[src/verilog/dcm_pkg.sv]
package dcm_pkg;
	// ---------------------------------------------------------------
	// widths and clock
	// ---------------------------------------------------------------
	localparam int CLK_HZ = 100_000_000;
	localparam int CLK_NS = 10;
	localparam int ADDR_W = 4;
	localparam int DATA_W = 16;
	localparam int DIV_W = 20;
	// ---------------------------------------------------------------
	// register offsets
	// ---------------------------------------------------------------
	localparam logic [3:0] REG_P1_CFG = 4'h0;
	localparam logic [3:0] REG_P2_CFG = 4'h1;
	localparam logic [3:0] REG_P2_TIMING = 4'h2;
	localparam logic [3:0] REG_TX1 = 4'h3;
	localparam logic [3:0] REG_TX2 = 4'h4;
	localparam logic [3:0] REG_CTRL = 4'h5;
	localparam logic [3:0] REG_RX1 = 4'h6;
	localparam logic [3:0] REG_RX2 = 4'h7;
	localparam logic [3:0] REG_STATUS = 4'h8;
	localparam logic [3:0] REG_REPORT = 4'h9;
	// ---------------------------------------------------------------
	// field positions
	// ---------------------------------------------------------------
	localparam int P2_DATA7_BIT = 4;
	localparam int P2_STOP2_BIT = 5;
	localparam int P2_MASTER_BIT = 6;
	localparam int P2_RAW_BIT = 7;
	localparam int TX2_LAST_BIT = 8;
	localparam int RX_VALID_BIT = 8;
	localparam int CTRL_START_BIT = 0;
	localparam int CTRL_END_BIT = 1;
	localparam int ST_TMO_BIT = 4;
	localparam int ST_FE1_BIT = 10;
	localparam int ST_FE2_BIT = 11;
	// ---------------------------------------------------------------
	// reset values: 9600 baud, 8 data, 1 stop, slave
	// ---------------------------------------------------------------
	localparam logic [15:0] P1_CFG_RST = 16'h0000;
	localparam logic [15:0] P2_CFG_RST = 16'h0004;
	localparam logic [15:0] P2_TIMING_RST = 16'h0064;
	// ---------------------------------------------------------------
	// timing
	// ---------------------------------------------------------------
	localparam int MS_NS = 1_000_000;
	localparam int MS_CYCLES = MS_NS / CLK_NS;
	localparam int LAMP_HOLD_MS = 50;
	localparam int LAMP_CYCLES = LAMP_HOLD_MS * MS_CYCLES;
	localparam logic [27:0] GAP_BITS = 28'h0000023;
	localparam logic [7:0] ENQ_CODE = 8'h05;
	localparam logic [7:0] HOST_LEAD = 8'h4E;
	localparam logic [7:0] NODE_MAX = 8'hF7;

	typedef enum logic [1:0] {
		T2_IDLE = 2'b00,
		T2_RTS = 2'b01,
		T2_SEND = 2'b11,
		T2_DRAIN = 2'b10
	} tx2_state_t;

	typedef enum logic [1:0] {
		PROTO_NONE = 2'b00,
		PROTO_HOST = 2'b01,
		PROTO_MODBUS = 2'b10,
		PROTO_RAW = 2'b11
	} proto_t;

	// ---------------------------------------------------------------
	// bit-rate dividers
	// ---------------------------------------------------------------
	function automatic logic [DIV_W-1:0] rate_div(input int rate);
		return DIV_W'(CLK_HZ / rate);
	endfunction : rate_div

	function automatic logic [DIV_W-1:0] p1_div(input logic [2:0] sel);
		case (sel)
			3'h1: return rate_div(19200);
			3'h2: return rate_div(38400);
			3'h3: return rate_div(57600);
			3'h4: return rate_div(115200);
			default: return rate_div(9600);
		endcase
	endfunction : p1_div

	function automatic logic [DIV_W-1:0] p2_div(input logic [3:0] sel);
		case (sel)
			4'h0: return rate_div(300);
			4'h1: return rate_div(600);
			4'h2: return rate_div(1200);
			4'h3: return rate_div(4800);
			4'h5: return rate_div(19200);
			4'h6: return rate_div(38400);
			4'h7: return rate_div(57600);
			4'h8: return rate_div(115200);
			default: return rate_div(9600);
		endcase
	endfunction : p2_div

	function automatic proto_t classify(input logic [7:0] b,
		input logic raw_en);
		if (raw_en)
			return PROTO_RAW;
		if (b == ENQ_CODE || b == HOST_LEAD)
			return PROTO_HOST;
		if (b != 8'h00 && b <= NODE_MAX)
			return PROTO_MODBUS;
		return PROTO_RAW;
	endfunction : classify
endpackage : dcm_pkg

[src/verilog/dual_port_serial_comm_module.sv]
`timescale 1ns/1ps
module dual_port_serial_comm_module #(
	parameter int unsigned MS_CYCLES = dcm_pkg::MS_CYCLES,
	parameter int unsigned LAMP_CYCLES = dcm_pkg::LAMP_CYCLES
) (
	input wire logic clk_sys,
	input wire logic rst_n,
	input wire logic [dcm_pkg::ADDR_W-1:0] reg_addr,
	input wire logic [dcm_pkg::DATA_W-1:0] reg_wdata,
	input wire logic reg_wr,
	input wire logic reg_rd,
	output logic [dcm_pkg::DATA_W-1:0] reg_rdata,
	input wire logic first_port_serial_in,
	output logic first_port_serial_out,
	input wire logic second_port_serial_in,
	output logic second_port_serial_out,
	output logic second_port_send_request,
	input wire logic second_port_send_permit,
	output logic first_port_send_lamp,
	output logic first_port_receive_lamp,
	output logic first_port_error_lamp,
	output logic second_port_send_lamp,
	output logic second_port_receive_lamp,
	output logic second_port_error_lamp
);
	import dcm_pkg::*;

	// ---------------------------------------------------------------
	// declarations
	// ---------------------------------------------------------------
	logic [15:0] p1_cfg_q, p2_cfg_q, timing_q;
	logic [8:0] rx1_q, rx2_q;
	logic [7:0] tx2_byte_q;
	logic pend_q, pend_last_q, last_sent_q;
	logic master_q, wait_q, rts_q;
	logic tmo_err_q, fe1_q, fe2_q, msg_start_q;
	logic [7:0] dly_q, resp_cnt_q;
	logic [23:0] ms_cnt_q;
	logic [27:0] gap_q;
	logic [15:0] rdata_q;
	tx2_state_t st_q;
	proto_t proto_q;
	logic tx1_ready, tx2_ready, rx1_busy, rx2_busy;
	logic rx1_valid, rx2_valid, rx1_fe, rx2_fe;
	logic [7:0] rx1_data, rx2_data;

	// ---------------------------------------------------------------
	// register decode
	// ---------------------------------------------------------------
	wire wr_p1 = reg_wr && reg_addr == REG_P1_CFG;
	wire wr_p2 = reg_wr && reg_addr == REG_P2_CFG;
	wire wr_tim = reg_wr && reg_addr == REG_P2_TIMING;
	wire wr_tx1 = reg_wr && reg_addr == REG_TX1;
	wire wr_tx2 = reg_wr && reg_addr == REG_TX2;
	wire wr_ctrl = reg_wr && reg_addr == REG_CTRL;
	wire wr_st = reg_wr && reg_addr == REG_STATUS;
	wire wr_rep = reg_wr && reg_addr == REG_REPORT;
	wire rd_rx1 = reg_rd && reg_addr == REG_RX1;
	wire rd_rx2 = reg_rd && reg_addr == REG_RX2;

	// ---------------------------------------------------------------
	// port settings
	// ---------------------------------------------------------------
	wire [DIV_W-1:0] div1 = p1_div(p1_cfg_q[2:0]);
	wire [DIV_W-1:0] div2 = p2_div(p2_cfg_q[3:0]);
	wire data7_2 = p2_cfg_q[P2_DATA7_BIT];
	wire stop2_2 = p2_cfg_q[P2_STOP2_BIT];
	wire master_cfg = p2_cfg_q[P2_MASTER_BIT];
	wire raw_en = p2_cfg_q[P2_RAW_BIT];
	wire [7:0] tmo_ms = timing_q[7:0];
	wire [7:0] rts_dly = timing_q[15:8];

	// configuration registers start at working defaults
	always_ff @(posedge clk_sys or negedge rst_n) begin
		if (!rst_n) begin
			p1_cfg_q <= P1_CFG_RST;
			p2_cfg_q <= P2_CFG_RST;
			timing_q <= P2_TIMING_RST;
		end else begin
			if (wr_p1)
				p1_cfg_q <= {13'h0000, reg_wdata[2:0]};
			if (wr_p2)
				p2_cfg_q <= {8'h00, reg_wdata[7:0]};
			if (wr_tim)
				timing_q <= reg_wdata;
		end
	end

	// ---------------------------------------------------------------
	// millisecond tick
	// ---------------------------------------------------------------
	wire ms_tick = (ms_cnt_q == 24'(MS_CYCLES - 1));

	always_ff @(posedge clk_sys or negedge rst_n) begin
		if (!rst_n)
			ms_cnt_q <= 24'h000000;
		else
			ms_cnt_q <= ms_tick ? 24'h000000 : ms_cnt_q + 24'h000001;
	end

	// ---------------------------------------------------------------
	// serial engines
	// ---------------------------------------------------------------
	// port one framing is hard wired: eight data, one stop
	serial_tx #(.DIV_W(DIV_W)) u_tx1 (
		.clk_sys(clk_sys),
		.rst_n(rst_n),
		.bit_div(div1),
		.data7(1'b0),
		.stop2(1'b0),
		.start(wr_tx1 && tx1_ready),
		.data(reg_wdata[7:0]),
		.ready(tx1_ready),
		.line(first_port_serial_out)
	);

	serial_rx #(.DIV_W(DIV_W)) u_rx1 (
		.clk_sys(clk_sys),
		.rst_n(rst_n),
		.bit_div(div1),
		.data7(1'b0),
		.line(first_port_serial_in),
		.busy(rx1_busy),
		.valid(rx1_valid),
		.data(rx1_data),
		.frame_err(rx1_fe)
	);

	// transmit waits for the partner's permit; tie it high if unused
	wire start2 = st_q == T2_SEND && pend_q && tx2_ready
		&& second_port_send_permit;

	serial_tx #(.DIV_W(DIV_W)) u_tx2 (
		.clk_sys(clk_sys),
		.rst_n(rst_n),
		.bit_div(div2),
		.data7(data7_2),
		.stop2(stop2_2),
		.start(start2),
		.data(tx2_byte_q),
		.ready(tx2_ready),
		.line(second_port_serial_out)
	);

	serial_rx #(.DIV_W(DIV_W)) u_rx2 (
		.clk_sys(clk_sys),
		.rst_n(rst_n),
		.bit_div(div2),
		.data7(data7_2),
		.line(second_port_serial_in),
		.busy(rx2_busy),
		.valid(rx2_valid),
		.data(rx2_data),
		.frame_err(rx2_fe)
	);

	// ---------------------------------------------------------------
	// port two send sequencing
	// ---------------------------------------------------------------
	wire drain_done = st_q == T2_DRAIN && tx2_ready;
	wire tmo_evt = wait_q && ms_tick
		&& (9'(resp_cnt_q) + 9'h001 >= {1'b0, tmo_ms});

	always_ff @(posedge clk_sys or negedge rst_n) begin
		if (!rst_n) begin
			st_q <= T2_IDLE;
			rts_q <= 1'b0;
			dly_q <= 8'h00;
			last_sent_q <= 1'b0;
		end else begin
			unique case (st_q)
				T2_IDLE: begin
					if (pend_q) begin
						rts_q <= 1'b1;
						dly_q <= rts_dly;
						st_q <= T2_RTS;
					end
				end
				T2_RTS: begin
					if (dly_q == 8'h00)
						st_q <= T2_SEND;
					else if (ms_tick)
						dly_q <= dly_q - 8'h01;
				end
				T2_SEND: begin
					if (start2) begin
						last_sent_q <= pend_last_q;
						st_q <= T2_DRAIN;
					end
				end
				T2_DRAIN: begin
					if (tx2_ready) begin
						st_q <= pend_q ? T2_SEND : T2_IDLE;
						rts_q <= pend_q;
					end
				end
			endcase
		end
	end

	// one byte of holding; a write while full is dropped
	always_ff @(posedge clk_sys or negedge rst_n) begin
		if (!rst_n) begin
			pend_q <= 1'b0;
			pend_last_q <= 1'b0;
			tx2_byte_q <= 8'h00;
		end else if (wr_tx2 && !pend_q) begin
			pend_q <= 1'b1;
			pend_last_q <= reg_wdata[TX2_LAST_BIT];
			tx2_byte_q <= reg_wdata[7:0];
		end else if (start2) begin
			pend_q <= 1'b0;
		end
	end

	// ---------------------------------------------------------------
	// master mode and response timer
	// ---------------------------------------------------------------
	// master only granted once software has set the master bit
	always_ff @(posedge clk_sys or negedge rst_n) begin
		if (!rst_n) begin
			master_q <= 1'b0;
			wait_q <= 1'b0;
			resp_cnt_q <= 8'h00;
		end else begin
			if (wr_ctrl && reg_wdata[CTRL_END_BIT] || tmo_evt)
				master_q <= 1'b0;
			else if (wr_ctrl && reg_wdata[CTRL_START_BIT] && master_cfg)
				master_q <= 1'b1;
			if (drain_done && last_sent_q && master_q) begin
				wait_q <= 1'b1;
				resp_cnt_q <= 8'h00;
			end else if (rx2_valid || tmo_evt || !master_q) begin
				wait_q <= 1'b0;
			end else if (wait_q && ms_tick) begin
				resp_cnt_q <= resp_cnt_q + 8'h01;
			end
		end
	end

	// ---------------------------------------------------------------
	// protocol detection on port two
	// ---------------------------------------------------------------
	wire [27:0] gap_lim = GAP_BITS * {8'h00, div2};

	// first byte after a quiet gap names the protocol
	always_ff @(posedge clk_sys or negedge rst_n) begin
		if (!rst_n) begin
			gap_q <= 28'h0000000;
			msg_start_q <= 1'b1;
			proto_q <= PROTO_NONE;
		end else begin
			if (rx2_busy)
				gap_q <= 28'h0000000;
			else if (gap_q < gap_lim)
				gap_q <= gap_q + 28'h0000001;
			if (rx2_valid && msg_start_q) begin
				proto_q <= classify(rx2_data, raw_en);
				msg_start_q <= 1'b0;
			end else if (gap_q >= gap_lim) begin
				msg_start_q <= 1'b1;
			end
		end
	end

	// ---------------------------------------------------------------
	// receive holding and sticky flags
	// ---------------------------------------------------------------
	// new data beats a read in the same cycle
	always_ff @(posedge clk_sys or negedge rst_n) begin
		if (!rst_n) begin
			rx1_q <= 9'h000;
			rx2_q <= 9'h000;
			tmo_err_q <= 1'b0;
			fe1_q <= 1'b0;
			fe2_q <= 1'b0;
		end else begin
			if (rx1_valid)
				rx1_q <= {1'b1, rx1_data};
			else if (rd_rx1)
				rx1_q[RX_VALID_BIT] <= 1'b0;
			if (rx2_valid)
				rx2_q <= {1'b1, rx2_data};
			else if (rd_rx2)
				rx2_q[RX_VALID_BIT] <= 1'b0;
			if (tmo_evt)
				tmo_err_q <= 1'b1;
			else if (wr_st && reg_wdata[ST_TMO_BIT])
				tmo_err_q <= 1'b0;
			if (rx1_fe)
				fe1_q <= 1'b1;
			else if (wr_st && reg_wdata[ST_FE1_BIT])
				fe1_q <= 1'b0;
			if (rx2_fe)
				fe2_q <= 1'b1;
			else if (wr_st && reg_wdata[ST_FE2_BIT])
				fe2_q <= 1'b0;
		end
	end

	// ---------------------------------------------------------------
	// read port
	// ---------------------------------------------------------------
	wire [15:0] status = {3'b000, pend_q, fe2_q, fe1_q, rx2_q[8], rx1_q[8],
		proto_q, 1'b0, tmo_err_q, wait_q, master_q,
		st_q != T2_IDLE, !tx1_ready};
	wire [15:0] rd_mux =
		reg_addr == REG_P1_CFG ? p1_cfg_q :
		reg_addr == REG_P2_CFG ? p2_cfg_q :
		reg_addr == REG_P2_TIMING ? timing_q :
		reg_addr == REG_RX1 ? {7'h00, rx1_q} :
		reg_addr == REG_RX2 ? {7'h00, rx2_q} :
		reg_addr == REG_STATUS ? status : 16'h0000;

	always_ff @(posedge clk_sys or negedge rst_n) begin
		if (!rst_n)
			rdata_q <= 16'h0000;
		else if (reg_rd)
			rdata_q <= rd_mux;
		else
			rdata_q <= 16'h0000;
	end

	assign reg_rdata = rdata_q;
	assign second_port_send_request = rts_q;

	// ---------------------------------------------------------------
	// indicator lamps
	// ---------------------------------------------------------------
	// nak and exception are decoded by software and reported here
	wire err1 = wr_rep && |reg_wdata[2:0];
	wire err2 = wr_rep && |reg_wdata[4:3] || tmo_evt;
	wire [5:0] lamp_evt = {err2, rx2_busy, !tx2_ready,
		err1, rx1_busy, !tx1_ready};
	logic [5:0] lamp_q;
	logic [22:0] hold_q [6];

	for (genvar i = 0; i < 6; i++) begin : g_lamp
		always_ff @(posedge clk_sys or negedge rst_n) begin
			if (!rst_n) begin
				lamp_q[i] <= 1'b0;
				hold_q[i] <= 23'h000000;
			end else if (lamp_evt[i]) begin
				lamp_q[i] <= 1'b1;
				hold_q[i] <= 23'(LAMP_CYCLES - 1);
			end else if (hold_q[i] != 23'h000000) begin
				hold_q[i] <= hold_q[i] - 23'h000001;
			end else begin
				lamp_q[i] <= 1'b0;
			end
		end
	end

	assign first_port_send_lamp = lamp_q[0];
	assign first_port_receive_lamp = lamp_q[1];
	assign first_port_error_lamp = lamp_q[2];
	assign second_port_send_lamp = lamp_q[3];
	assign second_port_receive_lamp = lamp_q[4];
	assign second_port_error_lamp = lamp_q[5];
endmodule : dual_port_serial_comm_module

[src/verilog/serial_rx.sv]
`timescale 1ns/1ps
module serial_rx #(
	parameter int DIV_W = 20
) (
	input wire logic clk_sys,
	input wire logic rst_n,
	input wire logic [DIV_W-1:0] bit_div,
	input wire logic data7,
	input wire logic line,
	output logic busy,
	output logic valid,
	output logic [7:0] data,
	output logic frame_err
);
	logic prev_q, busy_q, valid_q, ferr_q;
	logic [DIV_W-1:0] cnt_q;
	logic [3:0] bits_q;
	logic [7:0] shift_q, data_q;
	wire [3:0] nd = data7 ? 4'h7 : 4'h8;
	wire bit_end = (cnt_q == '0);

	// mid-bit sampling: first wait is half a bit
	always_ff @(posedge clk_sys or negedge rst_n) begin
		if (!rst_n) begin
			prev_q <= 1'b1;
			busy_q <= 1'b0;
			valid_q <= 1'b0;
			ferr_q <= 1'b0;
			cnt_q <= '0;
			bits_q <= 4'h0;
			shift_q <= 8'h00;
			data_q <= 8'h00;
		end else begin
			prev_q <= line;
			valid_q <= 1'b0;
			ferr_q <= 1'b0;
			if (!busy_q) begin
				if (prev_q && !line) begin
					busy_q <= 1'b1;
					cnt_q <= bit_div >> 1;
					bits_q <= 4'h0;
				end
			end else if (!bit_end) begin
				cnt_q <= cnt_q - 1'b1;
			end else begin
				cnt_q <= bit_div - 1'b1;
				bits_q <= bits_q + 4'h1;
				if (bits_q == 4'h0 && line)
					busy_q <= 1'b0;
				else if (bits_q != 4'h0 && bits_q <= nd)
					shift_q <= {line, shift_q[7:1]};
				else if (bits_q > nd) begin
					busy_q <= 1'b0;
					valid_q <= line;
					ferr_q <= !line;
					data_q <= data7 ? {1'b0, shift_q[7:1]} : shift_q;
				end
			end
		end
	end

	assign busy = busy_q;
	assign valid = valid_q;
	assign data = data_q;
	assign frame_err = ferr_q;
endmodule : serial_rx

[src/verilog/serial_tx.sv]
`timescale 1ns/1ps
module serial_tx #(
	parameter int DIV_W = 20
) (
	input wire logic clk_sys,
	input wire logic rst_n,
	input wire logic [DIV_W-1:0] bit_div,
	input wire logic data7,
	input wire logic stop2,
	input wire logic start,
	input wire logic [7:0] data,
	output logic ready,
	output logic line
);
	logic busy_q, line_q;
	logic [DIV_W-1:0] cnt_q;
	logic [3:0] left_q;
	logic [9:0] shift_q;
	// seven-bit mode pads with a one, which doubles as a stop bit
	wire [7:0] d8 = data7 ? {1'b1, data[6:0]} : data;
	wire [3:0] nbits = (data7 ? 4'h7 : 4'h8) + (stop2 ? 4'h2 : 4'h1);

	always_ff @(posedge clk_sys or negedge rst_n) begin
		if (!rst_n) begin
			busy_q <= 1'b0;
			line_q <= 1'b1;
			cnt_q <= '0;
			left_q <= 4'h0;
			shift_q <= 10'h3FF;
		end else if (!busy_q) begin
			if (start) begin
				busy_q <= 1'b1;
				line_q <= 1'b0;
				cnt_q <= bit_div - 1'b1;
				left_q <= nbits;
				shift_q <= {2'b11, d8};
			end
		end else if (cnt_q != '0) begin
			cnt_q <= cnt_q - 1'b1;
		end else if (left_q == 4'h0) begin
			busy_q <= 1'b0;
		end else begin
			cnt_q <= bit_div - 1'b1;
			line_q <= shift_q[0];
			shift_q <= {1'b1, shift_q[9:1]};
			left_q <= left_q - 4'h1;
		end
	end

	assign ready = !busy_q;
	assign line = line_q;
endmodule : serial_tx
[config.mk]
export PLATFORM = sky130hd
export DESIGN_NAME = dual_port_serial_comm_module
export DESIGN_NICKNAME = d
export VERILOG_FILES = /design/src/verilog/dcm_pkg.sv /design/src/verilog/dual_port_serial_comm_module.sv /design/src/verilog/serial_rx.sv /design/src/verilog/serial_tx.sv
export SDC_FILE = /design/constraint.sdc
export NUM_CORES = 1
export LEC_CHECK = 0
export ABC_AREA = 1
export BUFFER_PORTS_ARGS = -buffer_cell sky130_fd_sc_hd__buf_2
export CORE_AREA = 2 2 223 225
export CTS_CLUSTER_DIAMETER = 80
export DETAILED_ROUTE_END_ITERATION = 8
export DIE_AREA = 0 0 225 227
export PLACE_DENSITY = 0.76
export SLEW_MARGIN = 40
export SYNTH_ARGS = -nofsm -noshare
export SYNTH_HDL_FRONTEND = slang
export SYNTH_SLANG_ARGS = --single-unit
[constraint.sdc]
create_clock -name clk_sys -period 5.9 [get_ports clk_sys]
set_input_delay 0.295 -clock clk_sys [delete_from_list [all_inputs] [get_ports clk_sys]]
set_output_delay 0.295 -clock clk_sys [all_outputs]
set_load 0.05 [all_outputs]
-- After elaboration in Yosys (flattened, before gate mapping)
Memory sizes are Yosys's and may differ from the RTL's.
Cells that the tools add are included.
- flip-flop bits (word level): 455
- latch bits: 0
- bits in writable memories: 0
- ROM bits: 304
- bits of input ports: 27
- output and inout port bits: 25
- memories kept: 1
- memories (name ; depth ; width ; read ports ; clocked after memory_dff ; wr ports ; RTL line ; source):
    (no name shown) ; 16 ; 19 ; 1 ; 0 ; 0 ; dcm_pkg.sv:87 ; case (sel)
- add/subtract/negate cells: 22
- $mul: 1
- div/mod/pow operators: 0
- magnitude comparators: 8
- equal/unequal tests: 40
- shift-type cells: 0
- mux-type cells: 171
- bitwise operators: 4
- reduce and logical (&&, ||, !) cells: 108
- operator list (kind ; count):
    two-way mux 20 bit ; 14
    two-way mux 23 bit ; 12
    nonzero test 23 bit ; 6
    subtractor 23 x 1 -> 23 bit (second input constant) ; 6
    subtractor 20 x 1 -> 20 bit (second input constant) ; 5
    two-way mux 1 bit ; 88
    two-way mux 10 bit ; 8
    two-way mux 16 bit ; 4
    two-way mux 8 bit ; 8
    two-way mux 4 bit ; 15
    two-way mux 28 bit ; 2
    case mux 14 bit (4 select lines) ; 1
    nonzero test 2 bit ; 24
    logical NOT 20 bit ; 2
    nonzero test 20 bit ; 2
    two-way mux 13 bit ; 3
    logical AND 1 bit ; 36
    inequality test 2 bit (second input constant) ; 15
    adder 28 x 1 -> 28 bit (second input constant) ; 1
    >= comparator 28 x 26 -> 1 bit ; 1
    < comparator 28 x 26 -> 1 bit ; 1
    multiplier 6 x 20 -> 26 bit (first input constant) ; 1
    adder 24 x 1 -> 24 bit (second input constant) ; 1
    == test 24 x 17 -> 1 bit (second input constant) ; 1
    other kinds (45) ; 97

-- Logic depth before layout (Yosys ltp)
- depth after elaboration: 11
- mapped depth: 30

-- Modules after synthesis
A second synthesis with hierarchy kept.
- cells, all modules: 4167
- area total of the unflattened synthesis: 30787.0 µm²
- modules (own cells, without submodules) (module ; times used ; cells each ; area an instance (µm²) ; sequential area each (µm²)):
    dual_port_serial_comm_module ; 1 ; 2557 ; 19049.5 ; 7388.3
    serial_rx at u_rx1 ; 1 ; 429 ; 3303.2 ; 1102.3
    serial_rx at u_rx2 ; 1 ; 428 ; 3215.6 ; 1102.3
    serial_tx at u_tx2 ; 1 ; 380 ; 2620.0 ; 862.1
    serial_tx at u_tx1 ; 1 ; 373 ; 2598.7 ; 862.1

-- Worst setup path after synthesis
OpenSTA, ideal clock, no wires.
- path kind: register to register
- start: register p2_cfg_q[1]
- end: register gap_q[15]
- library setup time: 0.119 ns
- arrival: 4.969 ns
- data required time: 5.781 ns
- setup slack: 0.813 ns
- cell stages (with the launch flop): 25
- buffers on the path: 1
- clock period less this slack: 5.087 ns
- path through: dfrtp_1 inv_1 ha_1 nand2_2 inv_1 nor3b_2 ha_1 ha_1 fa_1 ha_1 nand2_1 nor3_1 a21oi_1 o21bai_1 xor2_1 ha_1 a21oi_1 nor2_1 nor3_1 a21oi_1 nor2_2 nand2_2 buf_2 nand3_1 nand2_1
- cells in the longest elaborated chain, start to end: 4
- ends and longest elaborated chain (what ; RTL line ; source):
    start: declaration ; dual_port_serial_comm_module.sv:31 ; logic [15:0] p1_cfg_q, p2_cfg_q, timing_q;
    start signal: assignment ; dual_port_serial_comm_module.sv:83 ; p2_cfg_q <= {8'h00, reg_wdata[7:0]};
    memory read (16 x 19 bit) ; -- ;
    multiplier 6 x 20 -> 26 bit ; dual_port_serial_comm_module.sv:244 ; wire [27:0] gap_lim = GAP_BITS * {8'h00, div2};
    < comparator 28 x 26 -> 1 bit ; dual_port_serial_comm_module.sv:255 ; else if (gap_q < gap_lim)
    nonzero test 2 bit (no line) ; -- ;
    end signal: assignment ; dual_port_serial_comm_module.sv:256 ; gap_q <= gap_q + 28'h0000001;
    end: declaration ; dual_port_serial_comm_module.sv:39 ; logic [27:0] gap_q;
Every way passes these cells.
A chain may end at the register's enable or synchronous reset.

-- Worst setup path in the final report
- start: register p2_cfg_q[3]
- end: register gap_q[7]
Same word-level chain as after synthesis.

==> impl_metrics.yaml <==
finish:
  stdcell_area_mm2: 0.0320
  fillers: 4172
  nNetsFinal: 4142
  areaGrowthSynthToFinish_pct: 10.7
  n_antenna_cell: 0
  drive_gt1_share_pct: 7.54
pwr:
  leakage_uw: 0.0155
  powerDensity_mw_per_mm2: 343
  irDropWorstVdd_v: 0.000236
grt:
  antenna_found_initial: 1
  grt_busiest_layer: "met2"
  grt.total_usage_pct: 28.9
  grt_pass1_vias: 24500
  met1_usage_pct: 41.4
  grt_max_degree: 151
  globalRouteOverflowTotal: 0
  grt_use_met2_pct: 45.7
  grt_pass1_wl_mm: 121
  met3_usage_pct: 3.82
clock_network:
  cts_root_buffer: "clkbuf_16"
  cts_setup_buffers: 0
  ctsHtreeMaxLevel: 2
  cts.reportedPaths.clkPinSlew_ns: 0.06
  cts_inserted_buffers: 52
  insertion_delay_ns: 0.60
  cts_tree: "built"
  clock_sinks: 451
  clockBufferDepth: 3
synth:
  synth_area_leaders: "dfrtp_1, nand2_1, inv_1, ha_1, nor2_1"
  yosysMostFrequentCell: "nand2_1"
  ys_ff_latch: 451
  synthCells: 3879
  async_reset_ff_share_pct: 100
  syn_area_per_cell_um2: 7.46
  syn_nets: 4074
  synth_seq_area_share_pct: 39.1
  synth-edff-count: 0
  synth_commonest_cells: "nand2_1, inv_1, nor2_1"
  synth_area_mm2: 0.0289
  synth_flop_cell: "dfrtp_1"
  synth_warnings: 0
  synth_cell_type_count: 66
  synth_top_area_share_pct: 36.8
  yosysTopAreaCell: "dfrtp_1"
placed_design:
  gp_routability_congestion: 0.956
  post_dp_cell_area_mm2: 0.0299
  numPortBuffers: 51
  place_ws_ns: 0.204
  dp_hpwl_mm: 52.6
worst_setup_path:
  worstReg2RegStart: "p2_cfg_q[3]$_DFFE_PN0P_"
  r2r-end: "gap_q[7]$_DFFE_PN0P_"
  critPathRequiredTime_ns: 6.38
  reg2reg_depth: 26
  worst-path-max-fanout: 27
  cp-end-kind: "flip-flop"
  arrival_ns: 5.96
  path_class: "flip-flop to flip-flop"
  cp-start-kind: "flip-flop"
  ff2ff_setup_slack_ns: 0.43
die:
  die_x_um: 225
  io_pins: 52
  fp.coreArea_mm2: 0.0485
  rows: 81
  die-area_mm2: 0.0511
  fp.dieH_um: 227
  initial_core_util_pct: 59.6
min_path:
  min_path_cells: 3
  holdCritPathClass: "input pin to flip-flop"
  hold_end: "reg_rdata[8]$_DFF_PN0_"
  hold_start: "reg_rd"
routing:
  vias: 25700
  dr.pass1.iters: 8
  routedWlPerCell_um: 15.7
  postRouteAntennaNets: 0
  routed_wl_mm: 72.6
  drc: 0
  drtIter0Drc: 2201
  vias_per_cell: 5.57
sta:
  setup_tns_ns: 0
  finalHoldViolCount: 0
  max_clock_freq_ghz: 0.183
  worstMarginPinSlew_ns: 0.878
  fin_ws_ns: 0.427
  period_share_pct: 92.8
  finalSetupViolations: 0
  finalClockSkew_ns: 0.0165
  slew_viol_final: 0
  relSlewSlack_pct: 40.9
  period_minus_slack_ns: 5.47
  holdWs_ns: 0.0623
outcome:
  status: "completed"
run:
  max-cap-violations: 0
==> kinds of logic after synthesis <==
logic type | after synthesis | share of synthesized area [%]
other cells | 1 | 0.0130
buf+inv | 615 | 8.18
fa+ha+maj | 168 | 7.65
mux | 4 | 0.156
xor+xnor | 174 | 5.26
flops | 451 | 39.1
simple gates | 1954 | 29.6
compound gates | 512 | 10.1
==> power by group <==
part	switching, uW	leakage, uW	internal [uW]
registers	198	0.00539	3280
logic	2560	0.00921	1400
clock network	1360	0.000946	2210
==> cell type report <==
cell class              instances  area, um^2  share of cell area, %
multi-input cells            2813       15300                   47.8
inverters                     541        2030                   6.34
flip-flops and latches        451       11300                   35.3
clock inverters                29         420                   1.31
clock buffers                  69        1520                   4.74
repair buffers                 88         648                   2.02
well taps                     622         778                   2.43
==> sequential cells by signal (all words and copies together), names as in the netlist, 16 cells and up <==
register     flops
hold_q         138
u_tx2.cnt_q     20
gap_q           28
u_tx1.cnt_q     20
u_rx2.cnt_q     20
timing_q        16
reg_rdata       16
u_rx1.cnt_q     20
ms_cnt_q        24
==> per-layer routing <==
metal,vias to the layer above,wire (um)
met1,12100,34000
met2,681,32800
met3,127,3940
met4,2,1880
met5,-,13
li1,12800,-
==> cells in the final DEF (no fill, tap or decap), types with 12 or more instances in the layout <==
master,instances
nor3_1,133
ha_1,153
xnor2_1,35
xor2_1,139
a21oi_1,121
nor2_1,481
clkbuf_16,54
nand4_1,97
dlygate4sd3_1,13
or2_2,25
nand2_1,858
buf_4,18
o211ai_1,31
nand3_1,248
fa_1,15
o21ai_0,238
a31oi_1,29
o21ai_1,17
buf_2,50
nor4_1,36
dfstp_2,25
dfrtp_1,425
inv_1,527
nor2_2,12
==> worst max path at each step <==
stage	startpoint	to	slack, ns	cells after the start
3_5_place_dp	p2_cfg_q[0]$_DFFE_PN0P_	gap_q[19]$_DFFE_PN0P_	0.20	25
5_1_grt	p2_cfg_q[1]$_DFFE_PN0P_	gap_q[7]$_DFFE_PN0P_	-0.05	28
6_report	p2_cfg_q[3]$_DFFE_PN0P_	gap_q[7]$_DFFE_PN0P_	0.43	26
4_1_cts	p2_cfg_q[0]$_DFFE_PN0P_	gap_q[19]$_DFFE_PN0P_	0.15	25
3_3_place_gp	p2_cfg_q[3]$_DFFE_PN0P_	gap_q[1]$_DFFE_PN0P_	0.32	26
2_1_floorplan	p2_cfg_q[1]$_DFFE_PN0P_	gap_q[15]$_DFFE_PN0P_	0.81	24
==> what timing repair did <==
item,in CTS,in global routing
resized for setup,0,17
endpoints found under the setup margin,0,27
endpoints found under the hold margin,60,0
hold buffers,13,0
==> worst max-delay path, cell delays in order (launching register included) <==
cell and delay (ns):
dfrtp_1 0.40, buf_4 0.18, nor2_4 0.21, inv_1 0.19, nor2_1 0.45, ha_1 0.33, ha_1 0.27, inv_1 0.05
fa_1 0.54, inv_1 0.05, ha_1 0.35, nand2_1 0.14, nor2_1 0.16, inv_1 0.07, nor4_1 0.24, nand3_1 0.11
nand3_1 0.12, xor2_1 0.08, ha_1 0.30, nand2_1 0.07, nor2_1 0.13, nand2_1 0.12, nor4_4 0.19, nand2_2 0.14
buf_4 0.26, nand4_1 0.12, nand2_1 0.07
==> through the flow <==
stage | total power (uW) | utilization (%) | instances
2_1_floorplan | 6360 | - | 3879
3_3_place_gp | 7290 | 61.5 | 4500
3_5_place_dp | 7340 | 61.5 | 4501
4_1_cts | 11000 | 65.8 | 4612
5_1_grt | 11800 | 66.0 | 4613
6_report | 11000 | 66.0 | 4613
Power figures use the tool's default switching activity.
